$ cat src/pswc_defines.svh
/*
 * constants of the push-button switching channel: register offsets,
 * field ranges, reset values, codes and timing figures.
 * assumes: included by bare name into each design file; no logic here.
 */
// Functional notes
// - channel function selectable, only switching acts
// - rising edge drives object one, default ON
// - falling edge drives object one, default OFF
// - rising edge drives object two, default none
// - falling edge drives object two, default none
// - toggle inverts stored object value, then sends
// - object one cyclic base one second upward; code accepts every base code, from 130 ms
// - object two cyclic base or disabled
// - one shared cyclic factor, default sixty
// - configured reaction after start-up delay
// - input-state reaction uses matching edge commands
// - inputs ignored until start-up delay elapses
// - edges accepted after debounce delay only
`ifndef PSWC_DEFINES_SVH
`define PSWC_DEFINES_SVH

// ****************************************************************
// register byte offsets
// ****************************************************************
`define PSWC_ADDR_CTRL   8'h00
`define PSWC_ADDR_CMD    8'h04
`define PSWC_ADDR_CYC    8'h08
`define PSWC_ADDR_START  8'h0C
`define PSWC_ADDR_DEB    8'h10
`define PSWC_ADDR_STAT   8'h14

// ****************************************************************
// field ranges
// ****************************************************************
`define PSWC_CTRL_FUNC   2:0
`define PSWC_CMD_R1      1:0
`define PSWC_CMD_F1      3:2
`define PSWC_CMD_R2      5:4
`define PSWC_CMD_F2      7:6
`define PSWC_CYC_MODE    1:0
`define PSWC_CYC_BASE1   7:4
`define PSWC_CYC_BASE2   11:8
`define PSWC_CYC_FACT    22:16
`define PSWC_ST_BASE     3:0
`define PSWC_ST_FACT     10:4
`define PSWC_ST_REACT    13:12
`define PSWC_DEB_FACT    7:0

// ****************************************************************
// reset values and writable masks
// ****************************************************************
`define PSWC_CTRL_RST    32'h00000001
`define PSWC_CMD_RST     32'h00000009
`define PSWC_CYC_RST     32'h003C0F30
`define PSWC_START_RST   32'h00000113
`define PSWC_DEB_RST     32'h0000003C
`define PSWC_CTRL_MASK   32'h00000007
`define PSWC_CMD_MASK    32'h000000FF
`define PSWC_CYC_MASK    32'h007F0FF3
`define PSWC_START_MASK  32'h00003FFF
`define PSWC_DEB_MASK    32'h000000FF

// ****************************************************************
// codes
// ****************************************************************
`define PSWC_FUNC_SWITCH 3'h1
`define PSWC_BASE_OFF    4'hF
`define PSWC_RESP_OKAY   2'h0
`define PSWC_RESP_SLVERR 2'h2

// ****************************************************************
// timing
// ****************************************************************
`define PSWC_CLK_HZ      10000000
`define PSWC_DEB_BASE_US 500
`define PSWC_TICK_MS     130

`endif

$ cat src/pswc_pkg.sv
/*
 * types of the push-button switching channel: bus carriers, codes,
 * state records of the top and of the timer.
 * assumes: compiled before every module that imports it.
 */
package pswc_pkg;

    // switching command codes
    typedef enum logic [1:0] {
        CMD_NONE   = 2'h0,
        CMD_ON     = 2'h1,
        CMD_OFF    = 2'h2,
        CMD_TOGGLE = 2'h3
    } pswc_cmd_t;

    // cyclic repeat modes
    typedef enum logic [1:0] {
        REP_NONE = 2'h0,
        REP_ON   = 2'h1,
        REP_OFF  = 2'h2,
        REP_BOTH = 2'h3
    } pswc_rep_t;

    // reaction once the start-up delay has run out
    typedef enum logic [1:0] {
        REACT_NONE  = 2'h0,
        REACT_ON    = 2'h1,
        REACT_OFF   = 2'h2,
        REACT_INPUT = 2'h3
    } pswc_react_t;

    // transmit state machine, one-hot
    typedef enum logic [1:0] {
        TX_IDLE = 2'b01,
        TX_BUSY = 2'b10
    } pswc_txst_t;

    // axi4-lite master to slave
    typedef struct packed {
        logic        awvalid;
        logic [7:0]  awaddr;
        logic        wvalid;
        logic [31:0] wdata;
        logic [3:0]  wstrb;
        logic        bready;
        logic        arvalid;
        logic [7:0]  araddr;
        logic        rready;
    } pswc_axi_req_t;

    // axi4-lite slave to master
    typedef struct packed {
        logic        awready;
        logic        wready;
        logic        bvalid;
        logic [1:0]  bresp;
        logic        arready;
        logic        rvalid;
        logic [31:0] rdata;
        logic [1:0]  rresp;
    } pswc_axi_rsp_t;

    // telegram toward the bus transmitter
    typedef struct packed {
        logic valid;
        logic obj;
        logic value;
    } pswc_tx_t;

    // countdown timer state
    typedef struct packed {
        logic [22:0] cnt;
        logic        busy;
        logic        done;
    } pswc_tmr_t;

    // complete state of the channel
    typedef struct packed {
        logic          awRdy;
        logic          wRdy;
        logic          awGot;
        logic          wGot;
        logic [7:0]    awAddr;
        logic [31:0]   wData;
        logic [3:0]    wStrb;
        logic          bValid;
        logic [1:0]    bResp;
        logic          arRdy;
        logic          rValid;
        logic [31:0]   rData;
        logic [1:0]    rResp;
        logic [31:0]   ctrl;
        logic [31:0]   cmd;
        logic [31:0]   cyc;
        logic [31:0]   start;
        logic [31:0]   deb;
        logic          sync1;
        logic          sync2;
        logic          sync3;
        logic          stable;
        logic [12:0]   debPre;
        logic          debTick;
        logic [20:0]   basePre;
        logic          baseTick;
        logic          started;
        logic          startLd;
        logic          startDone;
        logic          debLd;
        logic          cycLd1;
        logic          cycLd2;
        logic          obj1Val;
        logic          obj2Val;
        logic          pend1;
        logic          pend2;
        pswc_txst_t    txSt;
        pswc_tx_t      tx;
    } pswc_state_t;

endpackage

$ cat src/pswc_channel.sv
/*
 * push-button input channel in switching mode: debounces a contact,
 * turns edges into on/off/toggle commands on two switching objects,
 * repeats them cyclically and reacts once after the start-up delay.
 * assumes: registers reached over axi4-lite on core_clk; the telegram
 * transmitter takes one telegram per valid/ready handshake; reset_n
 * stands for bus voltage return.
 */
// The AXI4-Lite interface to the registers and the address map were left to the implementer.
`timescale 1ns/1ns
`include "pswc_defines.svh"

module pswc_channel
    import pswc_pkg::*;
#(
    // 0.5 ms debounce base in clock cycles
    parameter int DEB_TICK_CYC  = `PSWC_CLK_HZ / 1000000 * `PSWC_DEB_BASE_US,
    // 130 ms time-base tick in clock cycles
    parameter int BASE_TICK_CYC = `PSWC_CLK_HZ / 1000 * `PSWC_TICK_MS
)
(
    input  logic          core_clk,
    input  logic          reset_n,
    input  logic          contactIn,
    input  pswc_axi_req_t axiReq,
    output pswc_axi_rsp_t axiRsp,
    output pswc_tx_t      txOut,
    input  logic          txReady
);

    // prescaler reload values
    localparam logic [12:0] DEB_RELOAD  = 13'(DEB_TICK_CYC - 1);
    localparam logic [20:0] BASE_RELOAD = 21'(BASE_TICK_CYC - 1);

    // state after reset
    localparam pswc_state_t ST_RST = '{
        ctrl:    `PSWC_CTRL_RST,
        cmd:     `PSWC_CMD_RST,
        cyc:     `PSWC_CYC_RST,
        start:   `PSWC_START_RST,
        deb:     `PSWC_DEB_RST,
        txSt:    TX_IDLE,
        tx:      '0,
        default: '0
    };

    pswc_state_t st_reg;     // present state
    pswc_state_t st_next;    // next state

    logic        debDone;    // debounce delay ran out
    logic        stDone;     // start-up delay ran out
    logic        cyc1Done;   // object one period ran out
    logic        cyc2Done;   // object two period ran out
    logic [22:0] cyc1Load;   // object one period in ticks
    logic [22:0] cyc2Load;   // object two period in ticks
    logic [22:0] stLoad;     // start-up delay in ticks

    // ****************************************************************
    // helpers
    // ****************************************************************
    // byte-lane merge of a register write
    function automatic logic [31:0] laneMerge(input logic [31:0] old,
                                              input logic [31:0] d,
                                              input logic [3:0]  s);
        logic [31:0] r;
        r = old;
        for (int i = 0; i < 4; i++)
            if (s[i])
                r[i*8 +: 8] = d[i*8 +: 8];
        return r;
    endfunction

    // {send, new value} for one command on one object
    function automatic logic [1:0] applyCmd(input pswc_cmd_t c,
                                            input logic      v);
        logic [1:0] r;
        r = {1'b0, v};
        case (c)
            CMD_NONE:   r = {1'b0, v};
            CMD_ON:     r = 2'b11;
            CMD_OFF:    r = 2'b10;
            CMD_TOGGLE: r = {1'b1, ~v};
        endcase
        return r;
    endfunction

    // repeat allowed for this mode and value
    function automatic logic repeatOk(input pswc_rep_t m, input logic v);
        logic r;
        r = 1'b0;
        case (m)
            REP_NONE: r = 1'b0;
            REP_ON:   r = v;
            REP_OFF:  r = ~v;
            REP_BOTH: r = 1'b1;
        endcase
        return r;
    endfunction

    // ****************************************************************
    // timers
    // ****************************************************************
    // factor scaled by the power-of-two base; both cyclic periods share one factor
    assign cyc1Load = {16'h0, st_reg.cyc[`PSWC_CYC_FACT]}
                      << st_reg.cyc[`PSWC_CYC_BASE1];
    assign cyc2Load = {16'h0, st_reg.cyc[`PSWC_CYC_FACT]}
                      << st_reg.cyc[`PSWC_CYC_BASE2];
    assign stLoad   = {16'h0, st_reg.start[`PSWC_ST_FACT]}
                      << st_reg.start[`PSWC_ST_BASE];

    // debounce counts 0.5 ms ticks
    pswc_timer debTmr (
        .core_clk (core_clk),
        .reset_n  (reset_n),
        .load     (st_reg.debLd),
        .loadVal  ({15'h0, st_reg.deb[`PSWC_DEB_FACT]}),
        .tick     (st_reg.debTick),
        .busy     (),
        .done     (debDone)
    );

    // start-up delay, armed once after reset
    pswc_timer stTmr (
        .core_clk (core_clk),
        .reset_n  (reset_n),
        .load     (st_reg.startLd),
        .loadVal  (stLoad),
        .tick     (st_reg.baseTick),
        .busy     (),
        .done     (stDone)
    );

    // cyclic period of object one
    pswc_timer cyc1Tmr (
        .core_clk (core_clk),
        .reset_n  (reset_n),
        .load     (st_reg.cycLd1),
        .loadVal  (cyc1Load),
        .tick     (st_reg.baseTick),
        .busy     (),
        .done     (cyc1Done)
    );

    // cyclic period of object two
    pswc_timer cyc2Tmr (
        .core_clk (core_clk),
        .reset_n  (reset_n),
        .load     (st_reg.cycLd2),
        .loadVal  (cyc2Load),
        .tick     (st_reg.baseTick),
        .busy     (),
        .done     (cyc2Done)
    );

    // ****************************************************************
    // next state
    // ****************************************************************
    always_comb
    begin
        logic       sw;      // channel set to switching
        logic       edgeOk;  // debounced change of level
        logic       evRise;  // act as rising edge
        logic       evFall;  // act as falling edge
        logic       off2;    // object two repeats disabled
        pswc_cmd_t  c1;      // command for object one
        pswc_cmd_t  c2;      // command for object two
        logic [1:0] r1;      // outcome on object one
        logic [1:0] r2;      // outcome on object two
        sw     = (st_reg.ctrl[`PSWC_CTRL_FUNC] == `PSWC_FUNC_SWITCH);
        edgeOk = debDone && (st_reg.sync3 != st_reg.stable);
        off2   = (st_reg.cyc[`PSWC_CYC_BASE2] == `PSWC_BASE_OFF);
        evRise = 1'b0;
        evFall = 1'b0;
        c1     = CMD_NONE;
        c2     = CMD_NONE;
        r1 = 2'h0;
        r2 = 2'h0;
        st_next = st_reg;

        // prescalers, one-cycle ticks
        st_next.debTick  = (st_reg.debPre == 13'h0);
        st_next.debPre   = st_next.debTick ? DEB_RELOAD : st_reg.debPre - 13'h1;
        st_next.baseTick = (st_reg.basePre == 21'h0);
        st_next.basePre  = st_next.baseTick ? BASE_RELOAD
                                            : st_reg.basePre - 21'h1;

        // contact synchroniser; only sync2 reads sync1
        st_next.sync1 = contactIn;
        st_next.sync2 = st_reg.sync1;
        st_next.sync3 = st_reg.sync2;

        // every change restarts the debounce wait
        st_next.debLd = (st_reg.sync2 != st_reg.sync3);
        if (edgeOk)
            st_next.stable = st_reg.sync3;

        // start-up delay armed in the first cycle after reset
        st_next.started = 1'b1;
        st_next.startLd = ~st_reg.started;
        if (stDone)
            st_next.startDone = 1'b1;

        // edges count only once start-up is over
        if (sw && st_reg.startDone && edgeOk)
        begin
            evRise = st_reg.sync3;
            evFall = ~st_reg.sync3;
        end
        // input-state reaction replays the present level
        if (sw && stDone &&
            pswc_react_t'(st_reg.start[`PSWC_ST_REACT]) == REACT_INPUT)
        begin
            evRise = st_reg.stable;
            evFall = ~st_reg.stable;
        end

        // pick the commands
        if (evRise)
        begin
            c1 = pswc_cmd_t'(st_reg.cmd[`PSWC_CMD_R1]);
            c2 = pswc_cmd_t'(st_reg.cmd[`PSWC_CMD_R2]);
        end
        else if (evFall)
        begin
            c1 = pswc_cmd_t'(st_reg.cmd[`PSWC_CMD_F1]);
            c2 = pswc_cmd_t'(st_reg.cmd[`PSWC_CMD_F2]);
        end
        else if (sw && stDone)
        begin
            // fixed on/off reaction goes to object one
            case (pswc_react_t'(st_reg.start[`PSWC_ST_REACT]))
                REACT_ON:  c1 = CMD_ON;
                REACT_OFF: c1 = CMD_OFF;
                default:   c1 = CMD_NONE;
            endcase
        end

        // transmitter: launch one pending object, object one first
        unique case (st_reg.txSt)
            TX_IDLE:
            begin
                if (st_reg.pend1)
                begin
                    st_next.tx    = '{valid: 1'b1, obj: 1'b0, value: st_reg.obj1Val};
                    st_next.pend1 = 1'b0;
                    st_next.txSt  = TX_BUSY;
                end
                else if (st_reg.pend2)
                begin
                    st_next.tx    = '{valid: 1'b1, obj: 1'b1, value: st_reg.obj2Val};
                    st_next.pend2 = 1'b0;
                    st_next.txSt  = TX_BUSY;
                end
            end
            TX_BUSY:
            begin
                // hold the telegram until taken
                if (txReady)
                begin
                    st_next.tx.valid = 1'b0;
                    st_next.txSt     = TX_IDLE;
                end
            end
        endcase

        // apply commands; setting pending after the clear lets it win
        r1 = applyCmd(c1, st_reg.obj1Val);
        r2 = applyCmd(c2, st_reg.obj2Val);
        st_next.obj1Val = r1[0];
        st_next.obj2Val = r2[0];
        if (r1[1])
            st_next.pend1 = 1'b1;
        if (r2[1])
            st_next.pend2 = 1'b1;

        // cyclic repeats, value judged when the period ends
        if (sw && st_reg.startDone && cyc1Done &&
            repeatOk(pswc_rep_t'(st_reg.cyc[`PSWC_CYC_MODE]), st_reg.obj1Val))
            st_next.pend1 = 1'b1;
        if (sw && st_reg.startDone && cyc2Done && !off2 &&
            repeatOk(pswc_rep_t'(st_reg.cyc[`PSWC_CYC_MODE]), st_reg.obj2Val))
            st_next.pend2 = 1'b1;
        // an edge send restarts the period; a disabled base never runs
        st_next.cycLd1 = r1[1] | stDone | cyc1Done;
        st_next.cycLd2 = (r2[1] | stDone | cyc2Done) & ~off2;

        // axi write: response handshake, then address and data
        if (st_reg.bValid && axiReq.bready)
            st_next.bValid = 1'b0;
        if (axiReq.awvalid && st_reg.awRdy)
        begin
            st_next.awGot  = 1'b1;
            st_next.awAddr = axiReq.awaddr;
        end
        if (axiReq.wvalid && st_reg.wRdy)
        begin
            st_next.wGot  = 1'b1;
            st_next.wData = axiReq.wdata;
            st_next.wStrb = axiReq.wstrb;
        end
        // both halves in: commit, reserved bits kept at zero except bit 11 of start
        if (st_reg.awGot && st_reg.wGot)
        begin
            st_next.awGot  = 1'b0;
            st_next.wGot   = 1'b0;
            st_next.bValid = 1'b1;
            st_next.bResp  = `PSWC_RESP_OKAY;
            case ({st_reg.awAddr[7:2], 2'b00})
                `PSWC_ADDR_CTRL:  st_next.ctrl  = laneMerge(st_reg.ctrl,
                                      st_reg.wData, st_reg.wStrb) & `PSWC_CTRL_MASK;
                `PSWC_ADDR_CMD:   st_next.cmd   = laneMerge(st_reg.cmd,
                                      st_reg.wData, st_reg.wStrb) & `PSWC_CMD_MASK;
                `PSWC_ADDR_CYC:   st_next.cyc   = laneMerge(st_reg.cyc,
                                      st_reg.wData, st_reg.wStrb) & `PSWC_CYC_MASK;
                `PSWC_ADDR_START: st_next.start = laneMerge(st_reg.start,
                                      st_reg.wData, st_reg.wStrb) & `PSWC_START_MASK;
                `PSWC_ADDR_DEB:   st_next.deb   = laneMerge(st_reg.deb,
                                      st_reg.wData, st_reg.wStrb) & `PSWC_DEB_MASK;
                `PSWC_ADDR_STAT:  st_next.bResp = `PSWC_RESP_OKAY;    // read-only
                default:          st_next.bResp = `PSWC_RESP_SLVERR;
            endcase
        end
        // one write at a time: no new halves while a response waits
        st_next.awRdy = ~st_next.awGot & ~st_next.bValid;
        st_next.wRdy  = ~st_next.wGot & ~st_next.bValid;

        // axi read: data registered on the address handshake
        if (st_reg.rValid && axiReq.rready)
            st_next.rValid = 1'b0;
        if (axiReq.arvalid && st_reg.arRdy)
        begin
            st_next.rValid = 1'b1;
            st_next.rResp  = `PSWC_RESP_OKAY;
            case ({axiReq.araddr[7:2], 2'b00})
                `PSWC_ADDR_CTRL:  st_next.rData = st_reg.ctrl;
                `PSWC_ADDR_CMD:   st_next.rData = st_reg.cmd;
                `PSWC_ADDR_CYC:   st_next.rData = st_reg.cyc;
                `PSWC_ADDR_START: st_next.rData = st_reg.start;
                `PSWC_ADDR_DEB:   st_next.rData = st_reg.deb;
                `PSWC_ADDR_STAT:  st_next.rData = {28'h0, st_reg.startDone,
                                      st_reg.stable, st_reg.obj2Val, st_reg.obj1Val};
                default:
                begin
                    st_next.rData = 32'h0;
                    st_next.rResp = `PSWC_RESP_SLVERR;
                end
            endcase
        end
        st_next.arRdy = ~st_next.rValid;
    end

    // ****************************************************************
    // state register
    // ****************************************************************
    always_ff @(posedge core_clk or negedge reset_n)
    begin
        if (!reset_n)
            st_reg <= ST_RST;
        else
            st_reg <= st_next;
    end

    // ****************************************************************
    // outputs, all straight from the state register
    // ****************************************************************
    assign axiRsp = '{awready: st_reg.awRdy,  wready: st_reg.wRdy,
                      bvalid:  st_reg.bValid, bresp:  st_reg.bResp,
                      arready: st_reg.arRdy,  rvalid: st_reg.rValid,
                      rdata:   st_reg.rData,  rresp:  st_reg.rResp};
    assign txOut  = st_reg.tx;

endmodule

$ cat src/pswc_timer.sv
/*
 * countdown timer: loaded with a tick count, counts ticks, pulses done.
 * assumes: tick is a one-cycle pulse on core_clk; a load of zero
 * expires at once.
 */
`timescale 1ns/1ns
`include "pswc_defines.svh"

module pswc_timer
    import pswc_pkg::*;
(
    input  logic        core_clk,
    input  logic        reset_n,
    input  logic        load,
    input  logic [22:0] loadVal,
    input  logic        tick,
    output logic        busy,
    output logic        done
);

    pswc_tmr_t st_reg;    // present state
    pswc_tmr_t st_next;   // next state

    // ****************************************************************
    // next state
    // ****************************************************************
    // a reload restarts the count; the first tick may be partial,
    // so the delay runs between n-1 and n ticks
    always_comb
    begin
        st_next = st_reg;
        st_next.done = 1'b0;
        if (load)
        begin
            st_next.cnt  = loadVal;
            st_next.busy = (loadVal != 23'h0);
            st_next.done = (loadVal == 23'h0);
        end
        else if (st_reg.busy && tick)
        begin
            // last tick ends the run
            if (st_reg.cnt <= 23'h1)
            begin
                st_next.busy = 1'b0;
                st_next.done = 1'b1;
            end
            else
            begin
                st_next.cnt = st_reg.cnt - 23'h1;
            end
        end
    end

    // ****************************************************************
    // state register
    // ****************************************************************
    always_ff @(posedge core_clk or negedge reset_n)
    begin
        if (!reset_n)
            st_reg <= '0;
        else
            st_reg <= st_next;
    end

    assign busy = st_reg.busy;
    assign done = st_reg.done;

endmodule

$ cat config.mk
export PLATFORM = sky130hd
export DESIGN_NAME = pswc_channel
export DESIGN_NICKNAME = d
export VERILOG_FILES = /design/src/pswc_pkg.sv /design/src/pswc_channel.sv /design/src/pswc_timer.sv
export VERILOG_INCLUDE_DIRS = /design/src
export SDC_FILE = /design/constraint.sdc
export NUM_CORES = 1
export LEC_CHECK = 0
export ABC_CLOCK_PERIOD_IN_PS = 5160
export BUFFER_PORTS_ARGS = -buffer_cell sky130_fd_sc_hd__buf_4
export CAP_MARGIN = 40
export CORE_MARGIN = 4
export CORE_UTILIZATION = 35
export CTS_CLUSTER_SIZE = 8
export DETAILED_ROUTE_END_ITERATION = 10
export SYNTH_ARGS = -nofsm -noshare
export SYNTH_HDL_FRONTEND = slang
export SYNTH_SLANG_ARGS = --single-unit
$ cat constraint.sdc
create_clock -name core_clk -period 5.16 [get_ports core_clk]
set_clock_uncertainty 0.1 [all_clocks]
set_input_delay 0.516 -clock core_clk [delete_from_list [all_inputs] [get_ports core_clk]]
set_output_delay 0.516 -clock core_clk [all_outputs]
set_load 0.05 [all_outputs]
==> impl_metrics.ini, run 1 <==
[power_and_ir_drop]
p_leak_nw = 7.029
pwr_density_cell_nw_per_um2 = 480.8
ir_drop_mv = 0.3145

[logic_synthesis]
synth-edff-count = 0
synth.largest_area_cell = dfrtp_1
synthTopCellsByArea = dfrtp_1 41%, mux2_2 7.6%, o21ai_0 4.0%, dfstp_2 3.9%, nor2_1 3.5%
async_flop_share_pct = 100.0
ys_ff_latch = 264
yosysMostFrequentCell = dfrtp_1
synth.avg_cell_area_sq_um = 9.560
synth_top_area_share_pct = 40.63
syn-cell-area_sq_um = 14900
synth_cell_types = 86
synth_warnings = 0
synth-seq-area-share_pct = 44.51
synth-main-ff-cell = dfrtp_1
synth_cells = 1559
synth_common_cells = 242 x dfrtp_1, 140 x nor2_1, 120 x o21ai_0

[floorplanning]
core_sq_um = 42040
row_count = 75
start_util_pct = 35.45
die_w_um = 214.4
die_height_um = 214.4
dieArea_sq_um = 45950
num_io_pins = 105

[placed_design]
place_inst = 2075
dpl.hpwl_um = 27490
port-buffer-count = 75
globalplace.congestion = 0.8571

[clock_network]
cts_tree = yes
clock_path_buffers = 3
post-cts-setup-buffer-count = 0
cts.sinks = 264
postCtsResizedCells = 0
ctsHoldBuffers = 2
insertion_delay_ns = 0.54
cts_root_buffer = clkbuf_16
htree_levels = 2
clk_pin_slew_ns = 0.05
cts_buffers = 39

[cells_and_area]
stdcell_count = 2146
largest_reg_flops = 132
n_antenna_cell = 0
areaGrowthSynthToFinish_pct = 12.98
drive_above_1_share_pct = 17.49
layout.nets = 1650

[global_route]
grt_pass1_vias = 11750
grt_max_degree = 106
globalRouteTotalUtil_pct = 16.80
overflow = 0
grt_pass1_wl_um = 64270
antenna_found_initial = 0

[critical_path]
worstSetupPathType = reg2reg
end_kind = flop
cp.arrival_ns = 3.37
cp-start-kind = flop
crit_fanout = 25
cp.required_ns = 5.44

[timing]
rsz0062_at_grt = no
slew_violations = 0
fmax_mhz = 324.3
post-route-period-util_pct = 59.76
slew_headroom_pct = 41.61
hold_violations = 0
tns_ns = 0
worstMarginPinSlew_ns = 0.8738
period_needed_ns = 3.084
setup_viol = 0

[worst_hold_path]
hold_class = in2reg

[detailed_routing]
antenna_left = 0
post_drt_wl_per_cell_um = 18.28
route.detailed.drc = 0
wirelength_um = 39230
drt_first_pass_iters = 5
vias = 12110
drt_iter0_drc = 1039
vias_per_cell = 5.644

[outcome]
status = finished, final reports clean

[flow_run]
maxCapViolations = 0
cells in the final DEF (no fill, tap or decap), types with 16 or more instances in the layout:
cell,synthesis,layout
a21oi_1,77,77
a22o_1,20,20
a31oi_1,24,24
buf_4,44,82
clkbuf_1,70,26
clkbuf_16,0,40
dfrtp_1,242,242
dfstp_2,22,22
inv_1,39,39
mux2_2,100,100
mux2i_1,44,44
nand2_1,117,117
nand2b_1,20,20
nand3_1,39,39
nor2_1,140,140
nor2b_1,17,17
nor3_1,56,56
nor4_1,26,26
o21ai_0,120,120
o22ai_1,16,16
or3_1,19,19
or4_1,16,16
xnor2_1,34,34
xor2_1,18,18
per-layer routing:
layer	GRT usage, %	share of wire, %	vias up	wire length, um
met5	0	0	-	0
met4	5.814	2.5	0	986
met3	3.443	5.7	64	2234
met2	25.32	44	343	17360
met1	24.10	48	5964	18650
li1	-	-	5740	-
where the power goes:
group          internal (mW)  switching [mW]
Clock                   1.44           0.914
Sequential              2.51           0.689
Combinational           1.03            1.52
Total                   4.98            3.12
cells by family (layout without fill, tap and decap cells):
| group | after synthesis | after routing | synth area share (%) |
|---|---|---|---|
| buf+inv | 165 | 201 | 5.297 |
| simple gates | 516 | 516 | 17.67 |
| fa+ha+maj | 10 | 10 | 0.8395 |
| compound gates | 402 | 402 | 17.51 |
| flops | 264 | 264 | 44.51 |
| xor+xnor | 52 | 52 | 3.056 |
| other cells | 2 | 14 | 0.05039 |
| mux | 148 | 148 | 11.06 |
final timing paths:
kind	slack, ns	cells after the start	startpoint	endpoint
worst max-delay path	2.08	6	st_reg[123]	cyc1Tmr.busy
worst min-delay path	0.09	2	axiReq[47]	axiRsp[39]
worst max register to register	2.08	6	st_reg[123]	cyc1Tmr.busy
worst min register to register	0.25	0	st_next[53]	st_next[52]
max in group asynchronous	3.25	3	reset_n	st_reg[259]
min in group asynchronous	0.50	2	reset_n	cyc2Tmr.st_reg[7]
per-stage QoR:
stage	utilization [%]	worst slack, ns	area, sq um	total power [mW]	hold WS (ns)
after CTS	40.05	2.097	16840	8.154	0.05570
after global placement	37.19	2.066	15630	5.686	0.2382
final	40.05	2.076	16840	8.096	0.08849
after floorplan	-	2.511	14950	4.972	0.1204
after detailed placement	37.32	2.102	15690	5.733	0.2410
after global routing	40.05	1.895	16840	8.634	0.07864
critical path: stages (launching register included):
cell and delay (ns):
dfstp_2 0.85, mux4_2 0.58, a2bb2oi_1 0.27, o21ai_0 0.15
or4b_1 0.55, a211o_1 0.28, a21boi_1 0.13
final cells by class:
type                            count  area [sq um]
Clock buffer                       66          1099
Inverter                           43         161.4
Clock inverter                      3         30.03
Tap cell                          539         674.4
Multi-Input combinational cell   1142          7533
Fill cell                        4182         25200
Timing Repair Buffer               89         706.9
Sequential cell                   264          6634
Power figures use the tool's default switching activity.
==> run 2, diff against run 1 <==
--- a/config.mk
+++ b/config.mk
@@ -6,7 +6,7 @@
 export SDC_FILE = /design/constraint.sdc
 export NUM_CORES = 1
 export LEC_CHECK = 0
-export ABC_CLOCK_PERIOD_IN_PS = 5160
+export ABC_CLOCK_PERIOD_IN_PS = 3070
 export BUFFER_PORTS_ARGS = -buffer_cell sky130_fd_sc_hd__buf_4
 export CAP_MARGIN = 40
 export CORE_MARGIN = 4
==> constraint.sdc (replaced) <==
create_clock -name core_clk -period 3.07 [get_ports core_clk]
set_clock_uncertainty 0.1 [all_clocks]
set_input_delay 0.307 -clock core_clk [delete_from_list [all_inputs] [get_ports core_clk]]
set_output_delay 0.307 -clock core_clk [all_outputs]
set_load 0.05 [all_outputs]
==> impl_metrics.ini, run 2 (synthesis gave the netlist of run 1 again) <==
[outcome]
status = finished, final reports clean

[detailed_routing]
post_drt_wl_per_cell_um = 18.26
antenna_left = 0
drt_first_pass_iters = 5
wirelength_um = 40680
drt_iter0_drc = 876
vias = 12370
vias_per_cell = 5.551
route.detailed.drc = 0

[timing]
worstMarginPinSlew_ns = 0.7185
period_needed_ns = 2.806
slew_headroom_pct = 51.66
setup_viol = 0
slew_violations = 0
fmax_mhz = 356.4
hold_violations = 0
rsz0062_at_grt = no
post-route-period-util_pct = 91.39
tns_ns = 0

[critical_path]
path_buf_inv = 0
worstSetupPathType = reg2reg
worstPathCellList = mux4_2, a2bb2oi_1, o21ai_0, or4b_1, a211o_1, a21boi_1
cp.arrival_ns = 3.11
slowest_delay_ns = 0.69
worst-path-stages = 6
end_kind = flop
rrSetupSlack_ns = 0.26
worstRegToRegCells = 6
crit_fanout = 10
cp_slowest_cell = dfstp_2
cp-start-kind = flop
cp.required_ns = 3.38
critical_path.top_delay_family = compound AO/OA/AOI/OAI gates

[global_route]
antenna_found_initial = 2
grt_pass1_vias = 12190
globalRouteTotalUtil_pct = 17.26
grt_pass1_wl_um = 65810
grt_max_degree = 75
overflow = 0

[clock_network]
cts_buffers = 39
cts.sinks = 264
htree_levels = 2
insertion_delay_ns = 0.54
cts_tree = yes
clock_path_buffers = 3
cts_root_buffer = clkbuf_16
clk_pin_slew_ns = 0.05

[floorplanning]
die_w_um = 214.4
dieArea_sq_um = 45950
num_io_pins = 105
core_sq_um = 42040
row_count = 75
die_height_um = 214.4
start_util_pct = 35.45

[cells_and_area]
areaGrowthSynthToFinish_pct = 17.88
nFillCells = 4064
regArea_sq_um = 6634
multiInputGateArea_sq_um = 7533
drive_above_1_share_pct = 19.37
mostFrequentLayoutCell = dfrtp_1
layout.nets = 1729
largest_reg_flops = 132
layout_common_cells = 242 x dfrtp_1, 140 x nor2_1, 127 x buf_4, 120 x o21ai_0, 117 x nand2_1
stdcell_count = 2228
stdcell_area_sq_um = 17570

[placed_design]
port-buffer-count = 75
dpl.hpwl_um = 28660
globalplace.congestion = 0.8964
post_dp_cell_area_sq_um = 16030
place_inst = 2119

[power_and_ir_drop]
ir_drop_mv = 0.4609
p_leak_nw = 7.410
pwr_density_cell_nw_per_um2 = 798.4

[flow_run]
maxCapViolations = 0

[worst_hold_path]
hold_class = in2reg
hold_depth = 3
[run 2: cell count changes in the layout (fill, tap and decap cells not counted), moves of 3 or more]
cell and delta:
buf_4 +45, clkbuf_8 +3, buf_8 -3, dlygate4sd3_1 +35, buf_12 +3
[run 2: worst paths after layout]
path	to	start
min reg2reg	st_next[52]	st_next[53]
max	cyc1Tmr.busy	st_reg[123]
min in group asynchronous	cyc2Tmr.st_reg[18]	reset_n
max reg2reg	cyc1Tmr.busy	st_reg[123]
max in group asynchronous	st_reg[183]	reset_n
min	axiRsp[2]	axiReq[6]
[run 2: where the power goes]
part | switching, mW | leakage [nW] | internal [mW]
Combinational | 2.80 | 3.51 | 1.97
Clock | 1.56 | 0.557 | 2.50
Sequential | 0.988 | 3.34 | 4.22
Total | 5.34 | 7.41 | 8.68
[run 2: cell type report]
cell class | count | share of cell area [%]
Antenna cell | 1 | 0.01424
Clock buffer | 69 | 6.488
Clock inverter | 2 | 0.1424
Inverter | 43 | 0.9187
Multi-Input combinational cell | 1142 | 42.88
Sequential cell | 264 | 37.76
Tap cell | 539 | 3.838
Timing Repair Buffer | 168 | 7.962
[run 2: worst register-to-register path: stages (launching register included)]
cell       delay (ns)
dfstp_2          0.69
mux4_2           0.57
a2bb2oi_1        0.22
o21ai_0          0.14
or4b_1           0.54
a211o_1          0.28
a21boi_1         0.14
[run 2: metrics by stage]
step | util (%) | hold slack (ns) | power, mW | setup WS, ns
after detailed placement | 38.13 | 0.1581 | 9.913 | 0.2939
after global placement | 38.12 | 0.1536 | 9.808 | 0.3528
after floorplan | - | -0.08859 | 8.356 | 0.4210
after CTS | 41.79 | 0.1108 | 14.12 | 0.2858
final | 41.79 | 0.1261 | 14.03 | 0.2645
after global routing | 41.79 | 0.1529 | 14.91 | 0.1469
[run 2: per-layer routing]
metal	routed length, um	global-route usage, %	part of all wire [%]	vias to the layer above
li1	-	-	-	5904
met1	19190	24.69	47	6038
met2	18210	26.66	45	346
met3	2077	2.650	5.1	77
met4	1188	6.203	2.9	2
met5	13	0	0.032	-
[run 2: repair_timing]
| item | 4_1_cts | 5_1_grt |
|---|---|---|
| hold buffers | 37 | 0 |
| buffers inserted | 0 | 0 |
| hold endpoints to repair | 89 | 0 |
| gates resized for setup | 0 | 0 |
